### src/shared/i2c_ctl_map.svh
// register offsets, bit positions, reset values and timing counts of the bus controller
`ifndef I2C_CTL_MAP_SVH
`define I2C_CTL_MAP_SVH
`define OFS_DATA   8'h00
`define OFS_CTLA   8'h04
`define OFS_CTLB   8'h08
`define OFS_STAT   8'h0c
`define OFS_OWN    8'h10
`define B_MST      7
`define B_TRX      6
`define B_BB       5
`define B_PIN      4
`define B_AL       3
`define B_AAS      2
`define B_AD0      1
`define B_LRB      0
`define PF_I2C     2'b10
`define PF_RST     2'b00
`define CTLA_RST   8'h00
`define OWN_RST    8'h00
`define PIN_RST    1'b1
`define RESP_OK    2'b00
`define RESP_ERR   2'b10
`define LOW_NS     5000
`define CLK_MHZ    40
`define LOW_CYC    ((`LOW_NS * `CLK_MHZ + 999) / 1000)
`endif

### src/shared/i2c_ctl_pkg.sv
// types shared by the bus controller
package i2c_ctl_pkg;
  typedef enum logic [2:0] {
    M_IDLE   = 3'b000,
    M_START  = 3'b001,
    M_LOW    = 3'b011,
    M_HIGH   = 3'b010,
    M_STOP_A = 3'b110,
    M_STOP_B = 3'b111,
    M_STOP_C = 3'b101
  } mstate_t;
  typedef logic [7:0] byte_t;
endpackage

### src/verilog/i2c_bus_control_status.sv
// two-wire bus control and status logic behind an AXI4-Lite register slave
`include "i2c_ctl_map.svh"
module i2c_bus_control_status
  import i2c_ctl_pkg::*;
#(
  parameter int LOW_CYC = `LOW_CYC
) (
  input  wire logic        aclk,
  input  wire logic        aresetn,
  input  wire logic [7:0]  awaddr,
  input  wire logic        awvalid,
  output wire logic        awready,
  input  wire logic [31:0] wdata,
  input  wire logic [3:0]  wstrb,
  input  wire logic        wvalid,
  output wire logic        wready,
  output logic      [1:0]  bresp,
  output logic             bvalid,
  input  wire logic        bready,
  input  wire logic [7:0]  araddr,
  input  wire logic        arvalid,
  output wire logic        arready,
  output logic      [31:0] rdata,
  output logic      [1:0]  rresp,
  output logic             rvalid,
  input  wire logic        rready,
  input  wire logic        scl_i,
  output wire logic        scl_o,
  output logic             scl_oe,
  input  wire logic        sda_i,
  output wire logic        sda_o,
  output logic             sda_oe,
  output logic             transfer_irq
);
  logic    scl_m, scl_s, scl_d, sda_m, sda_s, sda_d;
  logic    aw_hold, w_hold;
  byte_t   aw_addr, w_byte, sh, own_reg;
  logic    w_lane;
  logic    master_select, transmit_select, bus_busy, pin, arbitration_lost;
  logic    self_addressed, zero_addr_seen, last_rx_bit, ack_mode, al_word;
  logic    start_req, stop_req, addr_phase;
  logic [1:0]  port_function;
  logic [2:0]  word_length;
  logic [3:0]  bit_idx;
  logic [15:0] cnt;
  mstate_t     mstate, next_mstate;

  // wired-AND bus: the pins are only ever pulled low
  assign scl_o = 1'b0;
  assign sda_o = 1'b0;

  // two-stage synchronisers, third stage for edge and condition detection
  always_ff @(posedge aclk) begin
    if (!aresetn) begin
      {scl_m, scl_s, scl_d} <= 3'b111;
      {sda_m, sda_s, sda_d} <= 3'b111;
    end else begin
      {scl_m, scl_s, scl_d} <= {scl_i, scl_m, scl_s};
      {sda_m, sda_s, sda_d} <= {sda_i, sda_m, sda_s};
    end
  end

  wire logic en        = (port_function == `PF_I2C);
  wire logic scl_rise  = en & scl_s & ~scl_d;
  wire logic scl_fall  = en & ~scl_s & scl_d;
  wire logic start_det = en & scl_s & scl_d & sda_d & ~sda_s;
  wire logic stop_det  = en & scl_s & scl_d & ~sda_d & sda_s;

  // axi write: address and data taken in either order, answered once both are in
  assign awready = ~aw_hold & ~bvalid;
  assign wready  = ~w_hold & ~bvalid;
  wire logic wr_go   = aw_hold & w_hold & ~bvalid;
  wire logic wr_map  = (aw_addr == `OFS_DATA) | (aw_addr == `OFS_CTLA) |
                       (aw_addr == `OFS_CTLB) | (aw_addr == `OFS_STAT) |
                       (aw_addr == `OFS_OWN);
  wire logic data_wr = wr_go & w_lane & (aw_addr == `OFS_DATA);
  wire logic ctla_wr = wr_go & w_lane & (aw_addr == `OFS_CTLA);
  wire logic ctlb_wr = wr_go & w_lane & (aw_addr == `OFS_CTLB);
  wire logic own_wr  = wr_go & w_lane & (aw_addr == `OFS_OWN);

  always_ff @(posedge aclk) begin
    if (!aresetn) begin
      {aw_hold, w_hold, bvalid} <= 3'b000;
      {aw_addr, w_byte, w_lane} <= 17'h00000;
      bresp <= `RESP_OK;
    end else begin
      if (awvalid & awready) begin
        aw_hold <= 1'b1;
        aw_addr <= {awaddr[7:2], 2'b00};
      end
      if (wvalid & wready) begin
        w_hold <= 1'b1;
        w_byte <= wdata[7:0];
        w_lane <= wstrb[0];
      end
      if (wr_go) begin
        {aw_hold, w_hold, bvalid} <= 3'b001;
        bresp <= wr_map ? `RESP_OK : `RESP_ERR;
      end else if (bvalid & bready) begin
        bvalid <= 1'b0;
      end
    end
  end

  // axi read: one cycle answer; a data buffer read also releases the clock
  assign arready = ~rvalid;
  wire logic  rd_go   = arvalid & arready;
  wire logic  data_rd = rd_go & (araddr[7:2] == 6'(`OFS_DATA >> 2));
  wire logic  data_acc = data_wr | data_rd;
  wire byte_t stat = {master_select, transmit_select, bus_busy, pin,
                      arbitration_lost, self_addressed, zero_addr_seen, last_rx_bit};
  wire logic [7:0] rd_a = {araddr[7:2], 2'b00};
  wire logic  rd_map = (rd_a == `OFS_DATA) | (rd_a == `OFS_CTLA) | (rd_a == `OFS_CTLB) |
                       (rd_a == `OFS_STAT) | (rd_a == `OFS_OWN);
  wire byte_t rd_byte = (rd_a == `OFS_DATA) ? sh :
                        (rd_a == `OFS_CTLA) ? {word_length, ack_mode, 4'h0} :
                        (rd_a == `OFS_CTLB) ? {stat[7:4], port_function, 2'b00} :
                        (rd_a == `OFS_STAT) ? stat :
                        (rd_a == `OFS_OWN)  ? own_reg : 8'h00;

  always_ff @(posedge aclk) begin
    if (!aresetn) begin
      rvalid <= 1'b0;
      rdata  <= 32'h00000000;
      rresp  <= `RESP_OK;
    end else if (rd_go) begin
      rvalid <= 1'b1;
      rdata  <= {24'h000000, rd_byte};
      rresp  <= rd_map ? `RESP_OK : `RESP_ERR;
    end else if (rready) begin
      rvalid <= 1'b0;
    end
  end

  // plain configuration registers
  always_ff @(posedge aclk) begin
    if (!aresetn) begin
      {word_length, ack_mode} <= 4'(`CTLA_RST >> 4);
      own_reg       <= `OWN_RST;
      port_function <= `PF_RST;
    end else begin
      if (ctla_wr) {word_length, ack_mode} <= w_byte[7:4];
      if (own_wr) own_reg <= w_byte;
      if (ctlb_wr) port_function <= w_byte[3:2];
    end
  end

  // word framing: address words are always eight bits
  wire logic       address_ignore = own_reg[0];
  wire logic [3:0] nbits = (addr_phase | word_length == 3'd0) ? 4'd8 : {1'b0, word_length};
  wire logic [3:0] total = nbits + {3'b000, ack_mode};
  wire logic data_slot = bit_idx < nbits;
  wire logic ack_slot  = ack_mode & (bit_idx == nbits);
  wire logic shift_now = scl_fall & bus_busy & (bit_idx != 4'd0) & (bit_idx <= nbits);
  wire byte_t rx_word  = (scl_fall & bit_idx == nbits) ? {sh[6:0], last_rx_bit} : sh;
  wire logic addr_hit  = ~address_ignore & (rx_word[7:1] == own_reg[7:1]);
  wire logic gc_hit    = ~address_ignore & (rx_word == 8'h00);
  wire logic take = addr_phase ? (addr_hit | gc_hit | address_ignore) : self_addressed;
  wire logic word_done = scl_fall & bus_busy & (bit_idx == total);
  wire logic addr_phase_done = word_done & addr_phase;

  // a master in the address word always transmits
  wire logic master_tx = master_select & (addr_phase | transmit_select);
  wire logic slave_tx  = ~master_select & self_addressed & transmit_select & ~addr_phase;
  // our own low on SDA while a stop is being made is not a lost arbitration
  wire logic in_stop   = (mstate == M_STOP_A) | (mstate == M_STOP_B) | (mstate == M_STOP_C);
  wire logic al_ev = scl_rise & bus_busy & master_tx & data_slot & sh[7] & ~sda_s &
                     ~in_stop;
  wire logic irq_ev = word_done & (master_select | take);
  wire logic irq_nopin = addr_phase_done & ~master_select & al_word & ~take;
  wire logic start_cmd = ctlb_wr & (w_byte[7:4] == 4'hf) & ~bus_busy;
  wire logic stop_cmd  = ctlb_wr & (w_byte[7:4] == 4'hd) & bus_busy;

  // shift buffer, bit counter and address phase
  always_ff @(posedge aclk) begin
    if (!aresetn) begin
      sh         <= 8'h00;
      bit_idx    <= 4'h0;
      addr_phase <= 1'b0;
    end else begin
      if (data_wr) sh <= w_byte;
      else if (shift_now) sh <= {sh[6:0], last_rx_bit};
      if (start_det | word_done) bit_idx <= 4'h0;
      else if (scl_rise & bus_busy) bit_idx <= bit_idx + 4'h1;
      if (start_det) addr_phase <= ~address_ignore;
      else if (word_done | stop_det) addr_phase <= 1'b0;
    end
  end

  // sampled bus bit, doubles as the received acknowledge
  always_ff @(posedge aclk) begin
    if (!aresetn) last_rx_bit <= 1'b0;
    else if (scl_rise) last_rx_bit <= sda_s;
  end

  // mode bits: hardware clears win over a software write in the same cycle
  always_ff @(posedge aclk) begin
    if (!aresetn) begin
      master_select   <= 1'b0;
      transmit_select <= 1'b0;
    end else if (stop_det | al_ev) begin
      master_select   <= 1'b0;
      transmit_select <= 1'b0;
    end else if (ctlb_wr) begin
      master_select   <= w_byte[`B_MST];
      transmit_select <= w_byte[`B_TRX];
    end else if (addr_phase_done & master_select & ack_mode & ~last_rx_bit) begin
      transmit_select <= ~rx_word[0];
    end else if (addr_phase_done & ~master_select & (addr_hit | gc_hit)) begin
      transmit_select <= rx_word[0];
    end
  end

  // bus state and service-pending bit
  always_ff @(posedge aclk) begin
    if (!aresetn) begin
      bus_busy <= 1'b0;
      pin      <= `PIN_RST;
    end else begin
      if (start_det) bus_busy <= 1'b1;
      else if (stop_det) bus_busy <= 1'b0;
      // a software set wins so that a well-timed write is never lost
      if (data_acc | (ctlb_wr & w_byte[`B_PIN])) pin <= 1'b1;
      else if (irq_ev) pin <= 1'b0;
    end
  end

  // status flags: hardware set wins over the clearing access
  always_ff @(posedge aclk) begin
    if (!aresetn) begin
      {arbitration_lost, al_word, self_addressed, zero_addr_seen} <= 4'h0;
      transfer_irq <= 1'b0;
    end else begin
      if (al_ev) arbitration_lost <= 1'b1;
      else if (data_acc | ctlb_wr) arbitration_lost <= 1'b0;
      if (al_ev) al_word <= 1'b1;
      else if (start_det | word_done) al_word <= 1'b0;
      if (addr_phase_done & ~master_select & take) self_addressed <= 1'b1;
      else if (word_done & ~master_select & address_ignore & ~self_addressed)
        self_addressed <= 1'b1;
      else if (data_acc | start_det | stop_det) self_addressed <= 1'b0;
      if (start_det | stop_det) zero_addr_seen <= 1'b0;
      else if (addr_phase_done & ~master_select & gc_hit) zero_addr_seen <= 1'b1;
      transfer_irq <= irq_ev | irq_nopin;
    end
  end

  // master sequencer: start, clock pulses with stretching, stop
  wire logic cnt_done = (cnt == 16'(LOW_CYC));
  always_comb begin
    next_mstate = mstate;
    case (mstate)
      M_IDLE:   if (start_req & ~bus_busy) next_mstate = M_START;
      M_START:  if (cnt_done) next_mstate = M_LOW;
      M_LOW:    if (pin & cnt_done) next_mstate = stop_req ? M_STOP_A : M_HIGH;
      M_HIGH:   if (scl_s & cnt_done) next_mstate = M_LOW;
      M_STOP_A: if (cnt_done) next_mstate = M_STOP_B;
      M_STOP_B: if (scl_s & cnt_done) next_mstate = M_STOP_C;
      M_STOP_C: if (cnt_done | stop_det) next_mstate = M_IDLE;
      default:  next_mstate = M_IDLE;
    endcase
    if (al_ev | ~en) next_mstate = M_IDLE;
  end

  // the counter restarts on each state change and while the line is held
  always_ff @(posedge aclk) begin
    if (!aresetn) begin
      mstate <= M_IDLE;
      cnt    <= 16'h0000;
    end else begin
      mstate <= next_mstate;
      if (next_mstate != mstate | ~pin | ((mstate == M_HIGH | mstate == M_STOP_B) & ~scl_s))
        cnt <= 16'h0000;
      else if (!cnt_done) cnt <= cnt + 16'h0001;
    end
  end

  // pending commands; each clears once the sequencer enters M_START or M_STOP_A, or on a lost arbitration
  always_ff @(posedge aclk) begin
    if (!aresetn) begin
      start_req <= 1'b0;
      stop_req  <= 1'b0;
    end else begin
      if (start_cmd) start_req <= 1'b1;
      else if (mstate == M_START | al_ev | ~en) start_req <= 1'b0;
      if (stop_cmd) stop_req <= 1'b1;
      else if (mstate == M_STOP_A | al_ev | ~en) stop_req <= 1'b0;
    end
  end

  // pin drivers, registered so no decode glitch reaches the bus
  wire logic m_scl_low = (mstate == M_LOW) | (mstate == M_STOP_A);
  wire logic m_sda_low = (mstate == M_START) | (mstate == M_STOP_A) | (mstate == M_STOP_B);
  wire logic data_zero = data_slot & (master_tx | slave_tx) & ~sh[7];
  wire logic ack_zero  = ack_slot & (master_select ? (~addr_phase & ~transmit_select)
                                                   : (take & (addr_phase | ~transmit_select)));
  wire logic next_scl_oe = en & (m_scl_low | (~pin & bus_busy));
  // data may only move while SCL is low: an SDA edge under a high SCL is a start or stop
  wire logic data_oe     = bus_busy & (data_zero | ack_zero);
  wire logic next_sda_oe = en & (m_sda_low | (~in_stop & (scl_s ? sda_oe : data_oe)));
  always_ff @(posedge aclk) begin
    if (!aresetn) begin
      scl_oe <= 1'b0;
      sda_oe <= 1'b0;
    end else begin
      scl_oe <= next_scl_oe;
      sda_oe <= next_sda_oe;
    end
  end
endmodule // i2c_bus_control_status

### config.mk
export PLATFORM = sky130hd
export DESIGN_NAME = i2c_bus_control_status
export DESIGN_NICKNAME = d
export VERILOG_FILES = /design/src/shared/i2c_ctl_pkg.sv /design/src/verilog/i2c_bus_control_status.sv
export VERILOG_INCLUDE_DIRS = /design/src /design/src/shared
export SDC_FILE = /design/constraint.sdc
export NUM_CORES = 1
export LEC_CHECK = 0
export BUFFER_PORTS_ARGS = -buffer_cell sky130_fd_sc_hd__buf_2
export CORE_ASPECT_RATIO = 0.6
export CORE_MARGIN = 3
export CORE_UTILIZATION = 40
export DETAILED_ROUTE_END_ITERATION = 10
export PLACE_DENSITY = 0.62
export SLEW_MARGIN = 30
export SYNTH_ARGS = -nofsm -noshare
export SYNTH_HDL_FRONTEND = slang
export SYNTH_SLANG_ARGS = --single-unit
export TNS_END_PERCENT = 100
### constraint.sdc
create_clock -name aclk -period 3.1 [get_ports aclk]
set_clock_uncertainty 0.05 [all_clocks]
set_input_delay 0.31 -clock aclk [delete_from_list [all_inputs] [get_ports aclk]]
set_output_delay 0.31 -clock aclk [all_outputs]
set_load 0.01 [all_outputs]
==> impl_results.md <==
* H-Tree Depth at 3
* Max-cap viol count at 0
* Starting Density at 42.43%
* Ant. Diodes at 0
* Hold depth at 2
* Clk pwr share at 43.0%
* Initial antenna violation count at 0
* Initial DRC count at 378
* Worst-path cell chain: nor3_1 -> nor2_1 -> ha_1 -> nand4_1 -> or2_2 -> and3_1 -> or4_1 -> o21ai_1 -> a21o_1
* Area of the die at 14710 um2
* CTS sink count at 95
* Clock tree from TritonCTS: yes
* Row count at 31
* Leak pwr at 2.483 nW
* Sequential area share after synthesis at 35.89%
* Area Overhead vs Synth at 11.52%
* Cts bufs inserted at 9
* Tmin final at 2.911 ns
* Comb pwr share at 7.4%
* Critical path buffers and inverters at 0
* Largest net degree at the start of global routing at 40
* Crit path largest cell delay at 0.58 ns
* Port Buf Inserts at 47
* Largest register FFs at 16
* Worst skew pair latency at 0.35 ns
* Unrepaired setup endpoints after global routing: false
* Period utilization at 93.91%
* Startpoint types: flip-flop
* Final WL at 13930 um
* Routed Antenna Nets at 0
* PwrDens at 439.0 nW/um2
* Die Wd at 154.6 um
* Routed vias at 4636
* FF-to-FF Start: word_length[0]$_SDFFE_PN0P_
* Post-synth top area cell: dfxtp_1
* I/O Pins at 107
* Crit-path max FO at 4
* Final Cell Area at 5909 um2
* Fin. max-slew vios at 0
* Vias in the first global route at 4148
* Clock slew at reported path FFs at 0.07 ns
* Die Ht at 95.16 um
* Reg2Reg Capture Point: pin$_SDFFE_PP1P_
* Final Hold Fails at 0
* Reg-to-reg slack, setup at 0.19 ns
* Critical path arrival at 3.16 ns
* Length in cells of the worst reg-to-reg path at 9
* Total setup buffers inserted after CTS at 0
* Sw frac at 26.86%
* First-pass GRT wire length at 22260 um
* Async S/R FF share, synth at 0%
* Layout cell share with drive strength beyond 1 at 13.17%
* Wire length per cell at 16.57 um
* Crit path capture type: flip-flop
* Net Switching at 0.6967 mW
* Vias per cell at 5.512
* HP Class: in -> reg
* Least-Margin Pin Slew at 0.9134 ns
* Top post-synthesis cells by area: dfxtp_1 36%, nand2_1 5.1%, buf_4 4.3%
* Final nets at 742
* Synth unique cells at 65
* Status: completed
* GRT overflow at 0
* Hold_sp: scl_i
* # setup viols final at 0
* Share of the synthesized area in the top cell type at 35.89%
* Mapped Avg Cell Area at 8.358 um2
* Pint at 1.897 mW
* Largest register by flop count: cnt
* CP max-delay cell: or4_1
* Placer Congestion at 0.9388
* Worst Hold Endpoint: scl_m$_SDFF_PN1_
* Cell Area, Synth at 5299 um2
* Dpl hpwl at 10650 um
* 1st-pass router iterations at 5
* Yosys reg bits at 95
* Post_cts resized at 0
* Top FF cell, synth: dfxtp_1
* Crit path max-delay family: simple AND/OR/NAND/NOR gates
* Core ar. at 12490 um2
* GRT Total Usage at 19.06%
* Setup TNS at 0 ns
* Number of warnings issued by yosys at 0
* Worst VDD drop at 0.0002834 V
* WP data required at 3.35 ns
* Hold_ws at 0.08930 ns
* Max Root-Sink Buffers at 2
* # DRC at 0
* WS Path Type: reg -> reg
* Post-DP Area at 5602 um2
* Worst relative slew slack at 38.60%
* Cell count after synthesis at 634
* Sequential Power Share at 49.6%
* Root Driver: clkbuf_16
* Max Freq at 343.5 MHz
* EDFF count, synth at 0
* Cts hold-fix bufs at 0
==> power by group through the flow <==
stage | clock [mW] | sequential (mW) | combinational, mW
global route | 1.20 | 1.29 | 0.215
detailed placement | 0 | 1.31 | 0.190
global placement | 0 | 1.31 | 0.185
CTS | 1.14 | 1.28 | 0.191
floorplan | 0 | 1.30 | 0.158
finish | 1.12 | 1.29 | 0.191
==> Yosys cell counts, drive strengths merged, types with 4 or more instances <==
library cell,n
a22oi,7
o21ai,24
inv,16
nand3b,5
ha,10
nand2,72
nor3,27
xnor2,16
and2,11
nor2,33
a221oi,4
or4,5
nand2b,16
clkbuf,25
o211a,9
a211oi,6
mux2i,21
a21boi,18
nand4,11
buf,36
and3,11
nor2b,26
a21oi,22
nand3,32
xor2,21
nor4,10
dfxtp,95
==> per-stage QoR <==
| step | setup WS (ns) | std cells | utilization [%] | power (mW) |
|---|---|---|---|---|
| floorplan | 0.5979 | 661 | - | 1.460 |
| global placement | 0.2514 | 825 | 44.77 | 1.498 |
| detailed placement | 0.2323 | 825 | 44.85 | 1.504 |
| CTS | 0.2154 | 841 | 47.29 | 2.615 |
| global route | 0.02886 | 841 | 47.32 | 2.703 |
| finish | 0.1889 | 841 | 47.32 | 2.594 |
==> cells in the final DEF, fill, tap and decap left out, drive strengths merged, types with 22 or more instances in the layout <==
master  instances
nor3           27
buf            60
o21ai          24
conb           28
nand3          32
nor2           33
nor2b          26
a21oi          22
nand2          72
dfxtp          95
==> routing by layer <==
| layer | GRT usage (%) | wire (um) | up-vias |
|---|---|---|---|
| met2 | 24.82 | 5221 | 194 |
| li1 | - | - | 2263 |
| met3 | 4.943 | 1363 | 17 |
| met4 | 4.702 | 145 | 0 |
| met1 | 30.24 | 7203 | 2162 |
| met5 | 0 | 0 | - |
==> worst max path at each step <==
stage                                           start              endpoint  slack, ns  cells past startpoint
after global placement    word_length[0]$_SDFFE_PN0P_  cnt[11]$_SDFFE_PP0N_       0.25                      8
after global routing      word_length[0]$_SDFFE_PN0P_      pin$_SDFFE_PP1P_       0.03                     10
final                     word_length[0]$_SDFFE_PN0P_      pin$_SDFFE_PP1P_       0.19                      9
after detailed placement  word_length[0]$_SDFFE_PN0P_    sh[3]$_SDFFE_PN0P_       0.23                     10
after floorplan               addr_phase$_SDFFE_PN0P_     sda_oe$_SDFF_PN0_       0.60                      9
after CTS                 word_length[0]$_SDFFE_PN0P_    sh[3]$_SDFFE_PN0P_       0.22                     10
==> logic make-up (layout without fill, tap and decap cells) <==
group | count (synthesis) | count (layout) | synth area share (%)
flip-flops | 95 | 95 | 35.89
AND/OR/NAND/NOR | 274 | 274 | 27.32
AO/OA/AOI/OAI | 119 | 119 | 16.58
adder cells (fa/ha/maj) | 10 | 10 | 2.361
XOR/XNOR | 37 | 37 | 6.116
buffers and inverters | 77 | 92 | 7.698
multiplexers | 21 | 21 | 3.967
other | 1 | 28 | 0.07077
==> layout make-up <==
class / count / area (um2)
Clock buffer: 9 / 225.2
Clock inverter: 7 / 78.83
Fill cell: 1231 / 6580
Inverter: 16 / 60.06
Multi-Input combinational cell: 489 / 3104
Sequential cell: 95 / 1902
Tap cell: 165 / 206.4
Timing Repair Buffer: 60 / 332.8
Note: power is estimated with default switching activity, not from simulation.
